## config.mk

```make
export PLATFORM = sky130hd
export DESIGN_NAME = cwfr_top
export DESIGN_NICKNAME = d
export VERILOG_FILES = /design/src/include/cwfr_pkg.sv /design/src/rtl/cwfr_watch.sv /design/src/rtl/cwfr_delay.sv /design/src/rtl/cwfr_top.sv
export SDC_FILE = /design/constraint.sdc
export NUM_CORES = 1
export LEC_CHECK = 0
export ABC_AREA = 1
export BUFFER_PORTS_ARGS = -buffer_cell sky130_fd_sc_hd__buf_2
export CORE_UTILIZATION = 49
export DETAILED_ROUTE_END_ITERATION = 12
export PLACE_DENSITY = 0.85
export SKIP_LAST_GASP = 1
export SYNTH_ARGS = -nofsm -noshare
export SYNTH_HDL_FRONTEND = slang
export SYNTH_SLANG_ARGS = --single-unit
```

## constraint.sdc

```tcl
create_clock -name ref_clk -period 2.05 [get_ports ref_clk]
set_input_delay 0.205 -clock ref_clk [delete_from_list [all_inputs] [get_ports ref_clk]]
set_output_delay 0.205 -clock ref_clk [all_outputs]
set_load 0.005 [all_outputs]
```

## src/include/cwfr_pkg.sv

```systemverilog
// Constants, types and structs of the cyclic watch and fault report block
package cwfr_pkg;
  // ----------------------------------------
  // Clock and timing
  // ----------------------------------------
  localparam int unsigned CLK_HZ        = 40_000_000;
  localparam int unsigned WATCH_STEP_MS = 100;
  localparam int unsigned WATCH_STEP_CYC = CLK_HZ / 1000 * WATCH_STEP_MS;
  localparam int unsigned WARN_CLR_S    = 5;
  localparam int unsigned WARN_CLR_CYC  = CLK_HZ * WARN_CLR_S;
  localparam int unsigned FLASH_MS      = 500;
  localparam int unsigned FLASH_CYC     = CLK_HZ / 1000 * FLASH_MS;

  // ----------------------------------------
  // Widths and field values
  // ----------------------------------------
  localparam int unsigned SET_W      = 5;
  localparam logic [4:0]  WATCH_OFF  = 5'h00;
  localparam logic [4:0]  WATCH_MAX  = 5'h14;
  localparam int unsigned CODE_W     = 16;
  localparam int unsigned ADDR_W     = 16;
  localparam int unsigned PV_W       = 16;
  localparam int unsigned CNT_W      = 32;
  localparam int unsigned N_ALM      = 11;
  localparam int unsigned N_ALERT    = 6;
  localparam logic [15:0] CODE_NONE  = 16'h0000;
  localparam logic [15:0] ALM_BASE   = 16'h0a00;

  // Alarm bit positions
  localparam int unsigned ALM_PV_HI  = 0;
  localparam int unsigned ALM_PV_LO  = 1;
  localparam int unsigned ALM_LOOP   = 2;
  localparam int unsigned ALM_ALERT0 = 3;
  localparam int unsigned ALM_RATE_U = 9;
  localparam int unsigned ALM_RATE_D = 10;

  // ----------------------------------------
  // Types
  // ----------------------------------------
  typedef enum logic {
    CWFR_HOLD  = 1'b0,
    CWFR_CLEAR = 1'b1
  } cwfr_policy_t;

  typedef enum logic [1:0] {
    CWFR_LED_OFF   = 2'b00,
    CWFR_LED_FLASH = 2'b01,
    CWFR_LED_ON    = 2'b10
  } cwfr_led_t;

  typedef struct packed {
    logic              valid;
    logic              hw_fail;
    logic [CODE_W-1:0] code;
    logic [ADDR_W-1:0] addr;
  } cwfr_fault_t;

  typedef struct packed {
    logic signed [PV_W-1:0] lo;
    logic signed [PV_W-1:0] hi;
  } cwfr_lim_t;
endpackage

```

## src/rtl/cwfr_watch.sv

```systemverilog
// Cyclic refresh watch timer in steps of one tenth of a second
`timescale 1ns/1ps
module cwfr_watch #(
  parameter int unsigned STEP_CYC = cwfr_pkg::WATCH_STEP_CYC
) (
  input  wire logic                        ref_clk,
  input  wire logic                        rst_n,
  input  wire logic                        refresh,
  input  wire logic [cwfr_pkg::SET_W-1:0]  setting,
  output logic                             timeout
);
  logic [cwfr_pkg::CNT_W-1:0] cyc_r;
  logic [cwfr_pkg::SET_W-1:0] step_r;
  logic [cwfr_pkg::SET_W-1:0] limit;

  // Settings above the top of the range act as the top
  assign limit = (setting > cwfr_pkg::WATCH_MAX) ? cwfr_pkg::WATCH_MAX : setting;

  // ----------------------------------------
  // Interval count
  // ----------------------------------------
  always_ff @(posedge ref_clk or negedge rst_n) begin
    if (!rst_n) begin
      cyc_r   <= '0;
      step_r  <= '0;
      timeout <= 1'b0;
    end else if (refresh || limit == cwfr_pkg::WATCH_OFF) begin
      cyc_r   <= '0;
      step_r  <= '0;
      timeout <= 1'b0;
    end else if (!timeout) begin
      if (cyc_r == STEP_CYC - 1) begin
        cyc_r  <= '0;
        step_r <= step_r + 5'h01;
        if (step_r + 5'h01 >= limit) begin
          timeout <= 1'b1;
        end
      end else begin
        cyc_r <= cyc_r + 32'h0000_0001;
      end
    end
  end
endmodule

```

## src/rtl/cwfr_delay.sv

```systemverilog
// Release delay that fires once after its run level stays high long enough
`timescale 1ns/1ps
module cwfr_delay #(
  parameter int unsigned DLY_CYC = cwfr_pkg::WARN_CLR_CYC
) (
  input  wire logic ref_clk,
  input  wire logic rst_n,
  input  wire logic run,
  output logic      done
);
  logic [cwfr_pkg::CNT_W-1:0] cnt_r;
  logic                       fired_r;

  // ----------------------------------------
  // Count while run stays high
  // ----------------------------------------
  always_ff @(posedge ref_clk or negedge rst_n) begin
    if (!rst_n) begin
      cnt_r   <= '0;
      fired_r <= 1'b0;
      done    <= 1'b0;
    end else if (!run) begin
      cnt_r   <= '0;
      fired_r <= 1'b0;
      done    <= 1'b0;
    end else begin
      done <= 1'b0;
      if (!fired_r) begin
        if (cnt_r == DLY_CYC - 1) begin
          done    <= 1'b1;
          fired_r <= 1'b1;
        end else begin
          cnt_r <= cnt_r + 32'h0000_0001;
        end
      end
    end
  end
endmodule

```

## src/rtl/cwfr_top.sv

```systemverilog
// Cyclic update watch, output policy and fault/warning reporting
//
// Summary of operation
// - Time gaps between cyclic refreshes; on timeout apply hold or clear policy.
// - Watch setting 0 disables; 1 to 20 give 100 ms steps.
// - Hold or clear comes from the CPU stop error output policy input.
// - Link indicator flashes when link up but cyclic stopped, off when no link.
// - Serious fault flag rises on any moderate or major error.
// - Serious error code stored in fault code word, except hardware failures.
// - Faulting buffer memory address stored in fault location word.
// - Minor fault flag rises on any minor error.
// - Minor error or alarm code stored in last warning code word.
// - Five seconds after warning cause ends: code zero; flag off unless an alarm is active, indicator off unless a serious fault is.
// - Range over and under alarms clear when value returns inside input range.
// - Loop break alarm clears when its cause is gone.
// - Four alerts and process alarm limits clear inside their alert window.
// - Rate alarms clear when the change is back within the rate limit.
// - Warning code clears to zero on warning removal despite live alarms.
`timescale 1ns/1ps
module cwfr_top #(
  parameter int unsigned OUT_W     = 8,
  parameter int unsigned STEP_CYC  = cwfr_pkg::WATCH_STEP_CYC,
  parameter int unsigned CLR_CYC   = cwfr_pkg::WARN_CLR_CYC,
  parameter int unsigned FLASH_CYC = cwfr_pkg::FLASH_CYC
) (
  input  wire logic                                  ref_clk,
  input  wire logic                                  rst_n,
  input  wire logic                                  cyc_refresh,
  input  wire logic                                  link_up,
  input  wire logic [cwfr_pkg::SET_W-1:0]            watch_setting,
  input  wire cwfr_pkg::cwfr_policy_t                out_policy,
  input  wire logic [OUT_W-1:0]                      ctrl_in,
  input  wire cwfr_pkg::cwfr_fault_t                 fault_evt,
  input  wire logic                                  fault_clear,
  input  wire logic                                  warn_evt,
  input  wire logic [cwfr_pkg::CODE_W-1:0]           warn_code,
  input  wire logic                                  warn_cause,
  input  wire logic signed [cwfr_pkg::PV_W-1:0]      process_value,
  input  wire logic signed [cwfr_pkg::PV_W-1:0]      pv_delta,
  input  wire logic [cwfr_pkg::PV_W-1:0]             rate_limit,
  input  wire cwfr_pkg::cwfr_lim_t                   input_range,
  input  wire cwfr_pkg::cwfr_lim_t [5:0]             alert_lim,
  input  wire logic                                  loop_break,
  output logic [OUT_W-1:0]                           ctrl_out,
  output logic                                       run_active,
  output logic                                       watch_timeout,
  output logic                                       link_state_indicator,
  output logic                                       serious_fault_flag,
  output logic [cwfr_pkg::CODE_W-1:0]                last_fault_code_word,
  output logic [cwfr_pkg::ADDR_W-1:0]                fault_location_word,
  output logic                                       minor_fault_flag,
  output logic [cwfr_pkg::CODE_W-1:0]                last_warning_code_word,
  output logic [cwfr_pkg::N_ALM-1:0]                 alarm_state,
  output logic                                       fault_indicator
);
  // ----------------------------------------
  // Functions
  // ----------------------------------------
  function automatic logic out_of(input logic signed [15:0] v, input cwfr_pkg::cwfr_lim_t l);
    out_of = (v > l.hi) || (v < l.lo);
  endfunction

  function automatic logic [15:0] alm_code(input logic [10:0] rise);
    alm_code = cwfr_pkg::CODE_NONE;
    for (int i = cwfr_pkg::N_ALM - 1; i >= 0; i--) begin
      if (rise[i]) begin
        alm_code = cwfr_pkg::ALM_BASE + 16'(i);
      end
    end
  endfunction

  // ----------------------------------------
  // Cyclic update watch
  // ----------------------------------------
  logic tmo;
  logic warn_rel;
  logic warn_r;
  logic flash_r;
  logic [cwfr_pkg::CNT_W-1:0] flash_cnt_r;
  cwfr_pkg::cwfr_led_t led_state;
  logic [cwfr_pkg::N_ALM-1:0] alm_nxt;
  logic signed [cwfr_pkg::PV_W:0] lim_s;

  cwfr_watch #(
    .STEP_CYC (STEP_CYC)
  ) u_watch (
    .ref_clk  (ref_clk),
    .rst_n    (rst_n),
    .refresh  (cyc_refresh),
    .setting  (watch_setting),
    .timeout  (tmo)
  );

  always_ff @(posedge ref_clk or negedge rst_n) begin
    if (!rst_n) begin
      watch_timeout <= 1'b0;
      ctrl_out      <= '0;
      run_active    <= 1'b1;
    end else begin
      watch_timeout <= tmo;
      if (tmo && out_policy == cwfr_pkg::CWFR_CLEAR) begin
        ctrl_out   <= '0;
        run_active <= 1'b0;
      end else if (!tmo) begin
        ctrl_out   <= ctrl_in;
        run_active <= 1'b1;
      end
    end
  end

  // ----------------------------------------
  // Link state indicator
  // ----------------------------------------
  always_comb begin
    if (!link_up) begin
      led_state = cwfr_pkg::CWFR_LED_OFF;
    end else if (tmo) begin
      led_state = cwfr_pkg::CWFR_LED_FLASH;
    end else begin
      led_state = cwfr_pkg::CWFR_LED_ON;
    end
  end

  always_ff @(posedge ref_clk or negedge rst_n) begin
    if (!rst_n) begin
      flash_cnt_r <= '0;
      flash_r     <= 1'b0;
    end else if (flash_cnt_r == FLASH_CYC - 1) begin
      flash_cnt_r <= '0;
      flash_r     <= ~flash_r;
    end else begin
      flash_cnt_r <= flash_cnt_r + 32'h0000_0001;
    end
  end

  always_ff @(posedge ref_clk or negedge rst_n) begin
    if (!rst_n) begin
      link_state_indicator <= 1'b0;
    end else begin
      unique case (led_state)
        cwfr_pkg::CWFR_LED_OFF:   link_state_indicator <= 1'b0;
        cwfr_pkg::CWFR_LED_FLASH: link_state_indicator <= flash_r;
        cwfr_pkg::CWFR_LED_ON:    link_state_indicator <= 1'b1;
        default:                  link_state_indicator <= 1'b0;
      endcase
    end
  end

  // ----------------------------------------
  // Serious fault report
  // ----------------------------------------
  always_ff @(posedge ref_clk or negedge rst_n) begin
    if (!rst_n) begin
      serious_fault_flag   <= 1'b0;
      last_fault_code_word <= cwfr_pkg::CODE_NONE;
      fault_location_word  <= '0;
    end else if (fault_evt.valid) begin
      serious_fault_flag  <= 1'b1;
      fault_location_word <= fault_evt.addr;
      if (!fault_evt.hw_fail) begin
        last_fault_code_word <= fault_evt.code;
      end
    end else if (fault_clear) begin
      serious_fault_flag   <= 1'b0;
      last_fault_code_word <= cwfr_pkg::CODE_NONE;
    end
  end

  // ----------------------------------------
  // Alarm evaluation
  // ----------------------------------------
  assign lim_s = {1'b0, rate_limit};

  always_comb begin
    alm_nxt = '0;
    alm_nxt[cwfr_pkg::ALM_PV_HI] = process_value > input_range.hi;
    alm_nxt[cwfr_pkg::ALM_PV_LO] = process_value < input_range.lo;
    alm_nxt[cwfr_pkg::ALM_LOOP]  = loop_break;
    for (int k = 0; k < cwfr_pkg::N_ALERT; k++) begin
      alm_nxt[cwfr_pkg::ALM_ALERT0 + k] = out_of(process_value, alert_lim[k]);
    end
    alm_nxt[cwfr_pkg::ALM_RATE_U] = 17'(pv_delta) > lim_s;
    alm_nxt[cwfr_pkg::ALM_RATE_D] = 17'(pv_delta) < -lim_s;
  end

  always_ff @(posedge ref_clk or negedge rst_n) begin
    if (!rst_n) begin
      alarm_state <= '0;
    end else begin
      alarm_state <= alm_nxt;
    end
  end

  // ----------------------------------------
  // Warning report and release
  // ----------------------------------------
  cwfr_delay #(
    .DLY_CYC (CLR_CYC)
  ) u_release (
    .ref_clk (ref_clk),
    .rst_n   (rst_n),
    .run     (warn_r && !warn_cause && !warn_evt),
    .done    (warn_rel)
  );

  always_ff @(posedge ref_clk or negedge rst_n) begin
    if (!rst_n) begin
      warn_r                 <= 1'b0;
      last_warning_code_word <= cwfr_pkg::CODE_NONE;
    end else if (warn_evt) begin
      warn_r                 <= 1'b1;
      last_warning_code_word <= warn_code;
    end else if (|(alm_nxt & ~alarm_state)) begin
      last_warning_code_word <= alm_code(alm_nxt & ~alarm_state);
    end else if (warn_rel) begin
      warn_r                 <= 1'b0;
      last_warning_code_word <= cwfr_pkg::CODE_NONE;
    end
  end

  always_ff @(posedge ref_clk or negedge rst_n) begin
    if (!rst_n) begin
      minor_fault_flag <= 1'b0;
      fault_indicator  <= 1'b0;
    end else begin
      minor_fault_flag <= (warn_r && !warn_rel) || warn_evt || (|alm_nxt);
      fault_indicator  <= (warn_r && !warn_rel) || warn_evt || serious_fault_flag;
    end
  end
endmodule

```

==> results.md <==
- Initial antenna violation count: 7
- Critical path arrival: about 3.1 ns
- Row cnt: 65
- Detailed placer's ending HPWL: about 39000 um
- Final weighted congestion in routability-driven placement: 0.946
- Hold WS: about 0.00067 ns
- Syn-to-layout area delta: 40.9%
- Total gr overflow: 0
- CTS tree: done
- Logic pwr share: 29.4%
- Worst setup margin: -0.705 ns
- Grt met3 use: 5.40%
- Violated checks: negative setup slack
- Commonest non-fill, non-tap cell in the layout: inv_1
- Leak Pwr: approximately 13 nW
- GR Util met2: ~53%
- Clock latency on the worst-skew pair: 0.43 ns
- Busiest grt layer: met2
- Max cap viols: 0
- Post-synthesis mux area share: 0.0640%
- Final ANT Viol Nets: 0
- Crit path time final: around 2.8 ns
- Worst vdd ir: about 0.58 mV
- Core region area: approximately 31000 sq um
- Starting DRT DRC Count: 1268
- Worst rel slew slack: between 60% and 70%
- H-tree levels: 4
- Count of pins over their slew limit: 0
- Largest net degree at the start of global routing: 50
- Syn nets: 2746
- Clock Tree Buf Depth: 2
- Drt first pass iters: 8
- Post-Synth Simple-Gate Area: between 20% and 30%
- Post-route cell area: about 22000 sq um
- Ys Warns: 0
- Distinct cells, synth: 58
- Area after DPL: between 15000 and 20000 sq um
- Hold path startpoint: fault_clear
- Die span in x: 181 um
- Crit path from: rate_limit[2]
- Net Sw Power: roughly 3.3 mW
- Layout cell share with drive strength beyond 1: about a third
- Initial Util: about 50%
- Synth Area in Compound Gates: ~11%
- Syn Inst Count: around 2100
- Most frequent cells in the layout: inv_1 (446), buf_2 (412), nand2_1 (405)
- Clk pwr share: about a third
- PortBufs: 416
- Setup TNS: -13.22 ns
- Worst-path clk slew: approximately 0.07 ns
- Sequential share of the synthesized area: between 20% and 30%
- Adder-Cell Fraction of Synth Area: 20.8%
- Clock skew: between 0.009 and 0.01 ns
- Maximum clock frequency: between 300 and 400 MHz
- Post-synth EDFFs: 0
- Synth Area in XOR/XNOR: under 10%
- CP endpoint kind: flop
- Via density: between 5 and 6
- Met1 usage: a little over a third
- RSZ-0062 raised after global routing: yes
- Placed Cells incl. Taps: 3128
- Worst r2r src: flash_cnt_r[0]$_DFF_PN0_
- Final hold violations: 0
- Worst EP required: between 2 and 2.5 ns
- Int Power: slightly below 7 mW
- Critical path peak fanout: 3
- Critical Path Source Type: primary input
- Switch share: 32.5%
- Fin crit share: 134%
- Total number of vias: around 18000
- Residual DRC count: 0
- Final nets: 3459
- Fin cells: 3276
- Number of synthesized register bits: 179
- First-pass GRT wire length: between 70000 and 80000 um
- Synthesized cell area: 15600 sq um
- Top_reg_cell synth: dfrtp_1
- Average wire per standard cell: roughly 17 um
- Final Util: 70.0%
- Setup-failing EPs final: 43
- Clock buffer count from CTS: 17
- Die Area: around 33000 sq um
- Synth async-reset ratio: between 90% and 100%
- Outcome: complete, but fails checks
- Post-Syn Area per Cell: around 7.3 sq um
- Total GRT Usage: roughly 30%
- Vias in the first global route: 17100
- Die Y: roughly 180 um
- Flop pwr share: between 30% and 40%
- Top-level I/O count: approximately 420
- Root buf cell: clkbuf_16
- Actual slew at the worst max-slew pin: approximately 0.54 ns
- Main combinational cell family by area after synthesis: simple AND/OR/NAND/NOR gates
- Power Density: 455 nW/um^2
- WS Path Type: primary input to flop
- Clk sinks: 179
- Worst Hold Class: primary input to flop
- Final wirelength: between 50000 and 60000 um
-- synthesized netlist by cell type (8+ instances only) --
| cell | count | area (sq um) |
|---|---|---|
| nand4_1 | 37 | 231 |
| nand2_2 | 24 | 150 |
| nor2_2 | 8 | 50.1 |
| nor3_1 | 79 | 395 |
| xor2_1 | 40 | 350 |
| nor4_1 | 23 | 144 |
| clkbuf_1 | 11 | 41.3 |
| o21a_1 | 14 | 105 |
| inv_1 | 461 | 1730 |
| o21ai_0 | 92 | 460 |
| nor2_1 | 127 | 477 |
| a21oi_1 | 159 | 796 |
| dfrtp_1 | 178 | 4450 |
| o21ai_1 | 9 | 45.0 |
| nand3_1 | 91 | 455 |
| nand2_1 | 425 | 1600 |
| ha_1 | 260 | 3250 |
-- logic make-up after synthesis --
family / Yosys count
compound gates: 312
xor+xnor: 43
fa+ha+maj: 260
buf+inv: 489
flops: 179
mux: 1
simple gates: 858
-- through the flow --
step	total power, mW	setup slack [ns]
after global routing	10.5	-0.900
after CTS	9.87	-0.646
after global placement	6.42	-1.41
after floorplan	5.17	-0.883
final	10.0	-0.705
after detailed placement	6.54	-1.45
-- worst max-delay path: stages --
cell and delay [ns]:
buf_6 0.10, nor3_4 0.21, nand3_2 0.13, nor3_4 0.18, nand2_2 0.10, nor3_4 0.17
nand3_2 0.10, nor3_2 0.13, xor2_1 0.09, ha_1 0.28, nand2_1 0.06, inv_2 0.06
nand3_2 0.07, nor2_2 0.12, nand4_1 0.10, nand3_2 0.11, xor2_2 0.18, o21a_2 0.18
nand3_4 0.13, nor2_4 0.16, buf_6 0.14, nand2_2 0.06, nand2_1 0.06
-- registers in the layout, indices dropped and copies added (netlist names) --
| register | cells |
|---|---|
| alarm_state | 11 |
| ctrl_out | 8 |
| fault_indicator | 1 |
| fault_location_word | 16 |
| flash_cnt_r | 32 |
| flash_r | 1 |
| last_fault_code_word | 16 |
| last_warning_code_word | 16 |
| link_state_indicator | 1 |
| minor_fault_flag | 1 |
| run_active | 1 |
| serious_fault_flag | 1 |
| u_release.cnt_r | 32 |
| u_release.done | 1 |
| u_release.fired_r | 1 |
| u_watch.cyc_r | 32 |
| u_watch.step_r | 5 |
| u_watch.timeout | 1 |
| warn_r | 1 |
| watch_timeout | 1 |
-- cell type report --
class / count / area [sq um]
multi-input cells: 1475 / 10100
fillers: 2306 / 9440
repair buffers: 713 / 4600
flip-flops and latches: 179 / 4480
inverters: 469 / 1790
well taps: 402 / 503
clock buffers: 18 / 439
clock inverters: 14 / 143
diodes: 6 / 15.0
-- routing by layer --
layer | vias to the layer above | routed length (um)
met5 | - | 13
met4 | 2 | 2820
met2 | 843 | 26600
met3 | 214 | 3770
li1 | 8366 | -
met1 | 8154 | 21100
-- worst paths after layout --
path / slack, ns / depth (start not counted) / end
worst max-delay path: -0.70 / 23 / last_warning_code_word[12]$_DFFE_PN0P_
worst min-delay path: 0.0007 / 2 / serious_fault_flag$_DFFE_PN0P_
worst max register to register: -0.20 / 13 / flash_cnt_r[28]$_DFF_PN0_
worst min register to register: 0.44 / 1 / u_release.done$_DFF_PN0_
max in group asynchronous: 1.01 / 4 / fault_location_word[1]$_DFFE_PN0P_
min in group asynchronous: 0.30 / 2 / u_watch.cyc_r[31]$_DFFE_PN0P_
-- timing repair --
action                                 4_1_cts  5_1_grt
gates resized for setup                     46      165
hold buffers                                40        1
cloned                                       1        2
setup endpoints to repair                   49       90
setup buffers                               19       49
endpoints found under the hold margin       83        1
pin swaps                                   28       47
-- power groups by stage --
| stage | clock (mW) | combinational (mW) | sequential (mW) |
|---|---|---|---|
| after CTS | 3.28 | 2.82 | 3.77 |
| after detailed placement | 0 | 2.71 | 3.83 |
| after global placement | 0 | 2.59 | 3.83 |
| after global routing | 3.46 | 3.29 | 3.80 |
| after floorplan | 0 | 1.34 | 3.84 |
| final | 3.29 | 2.95 | 3.78 |
Note: power is estimated with default switching activity, not from simulation.
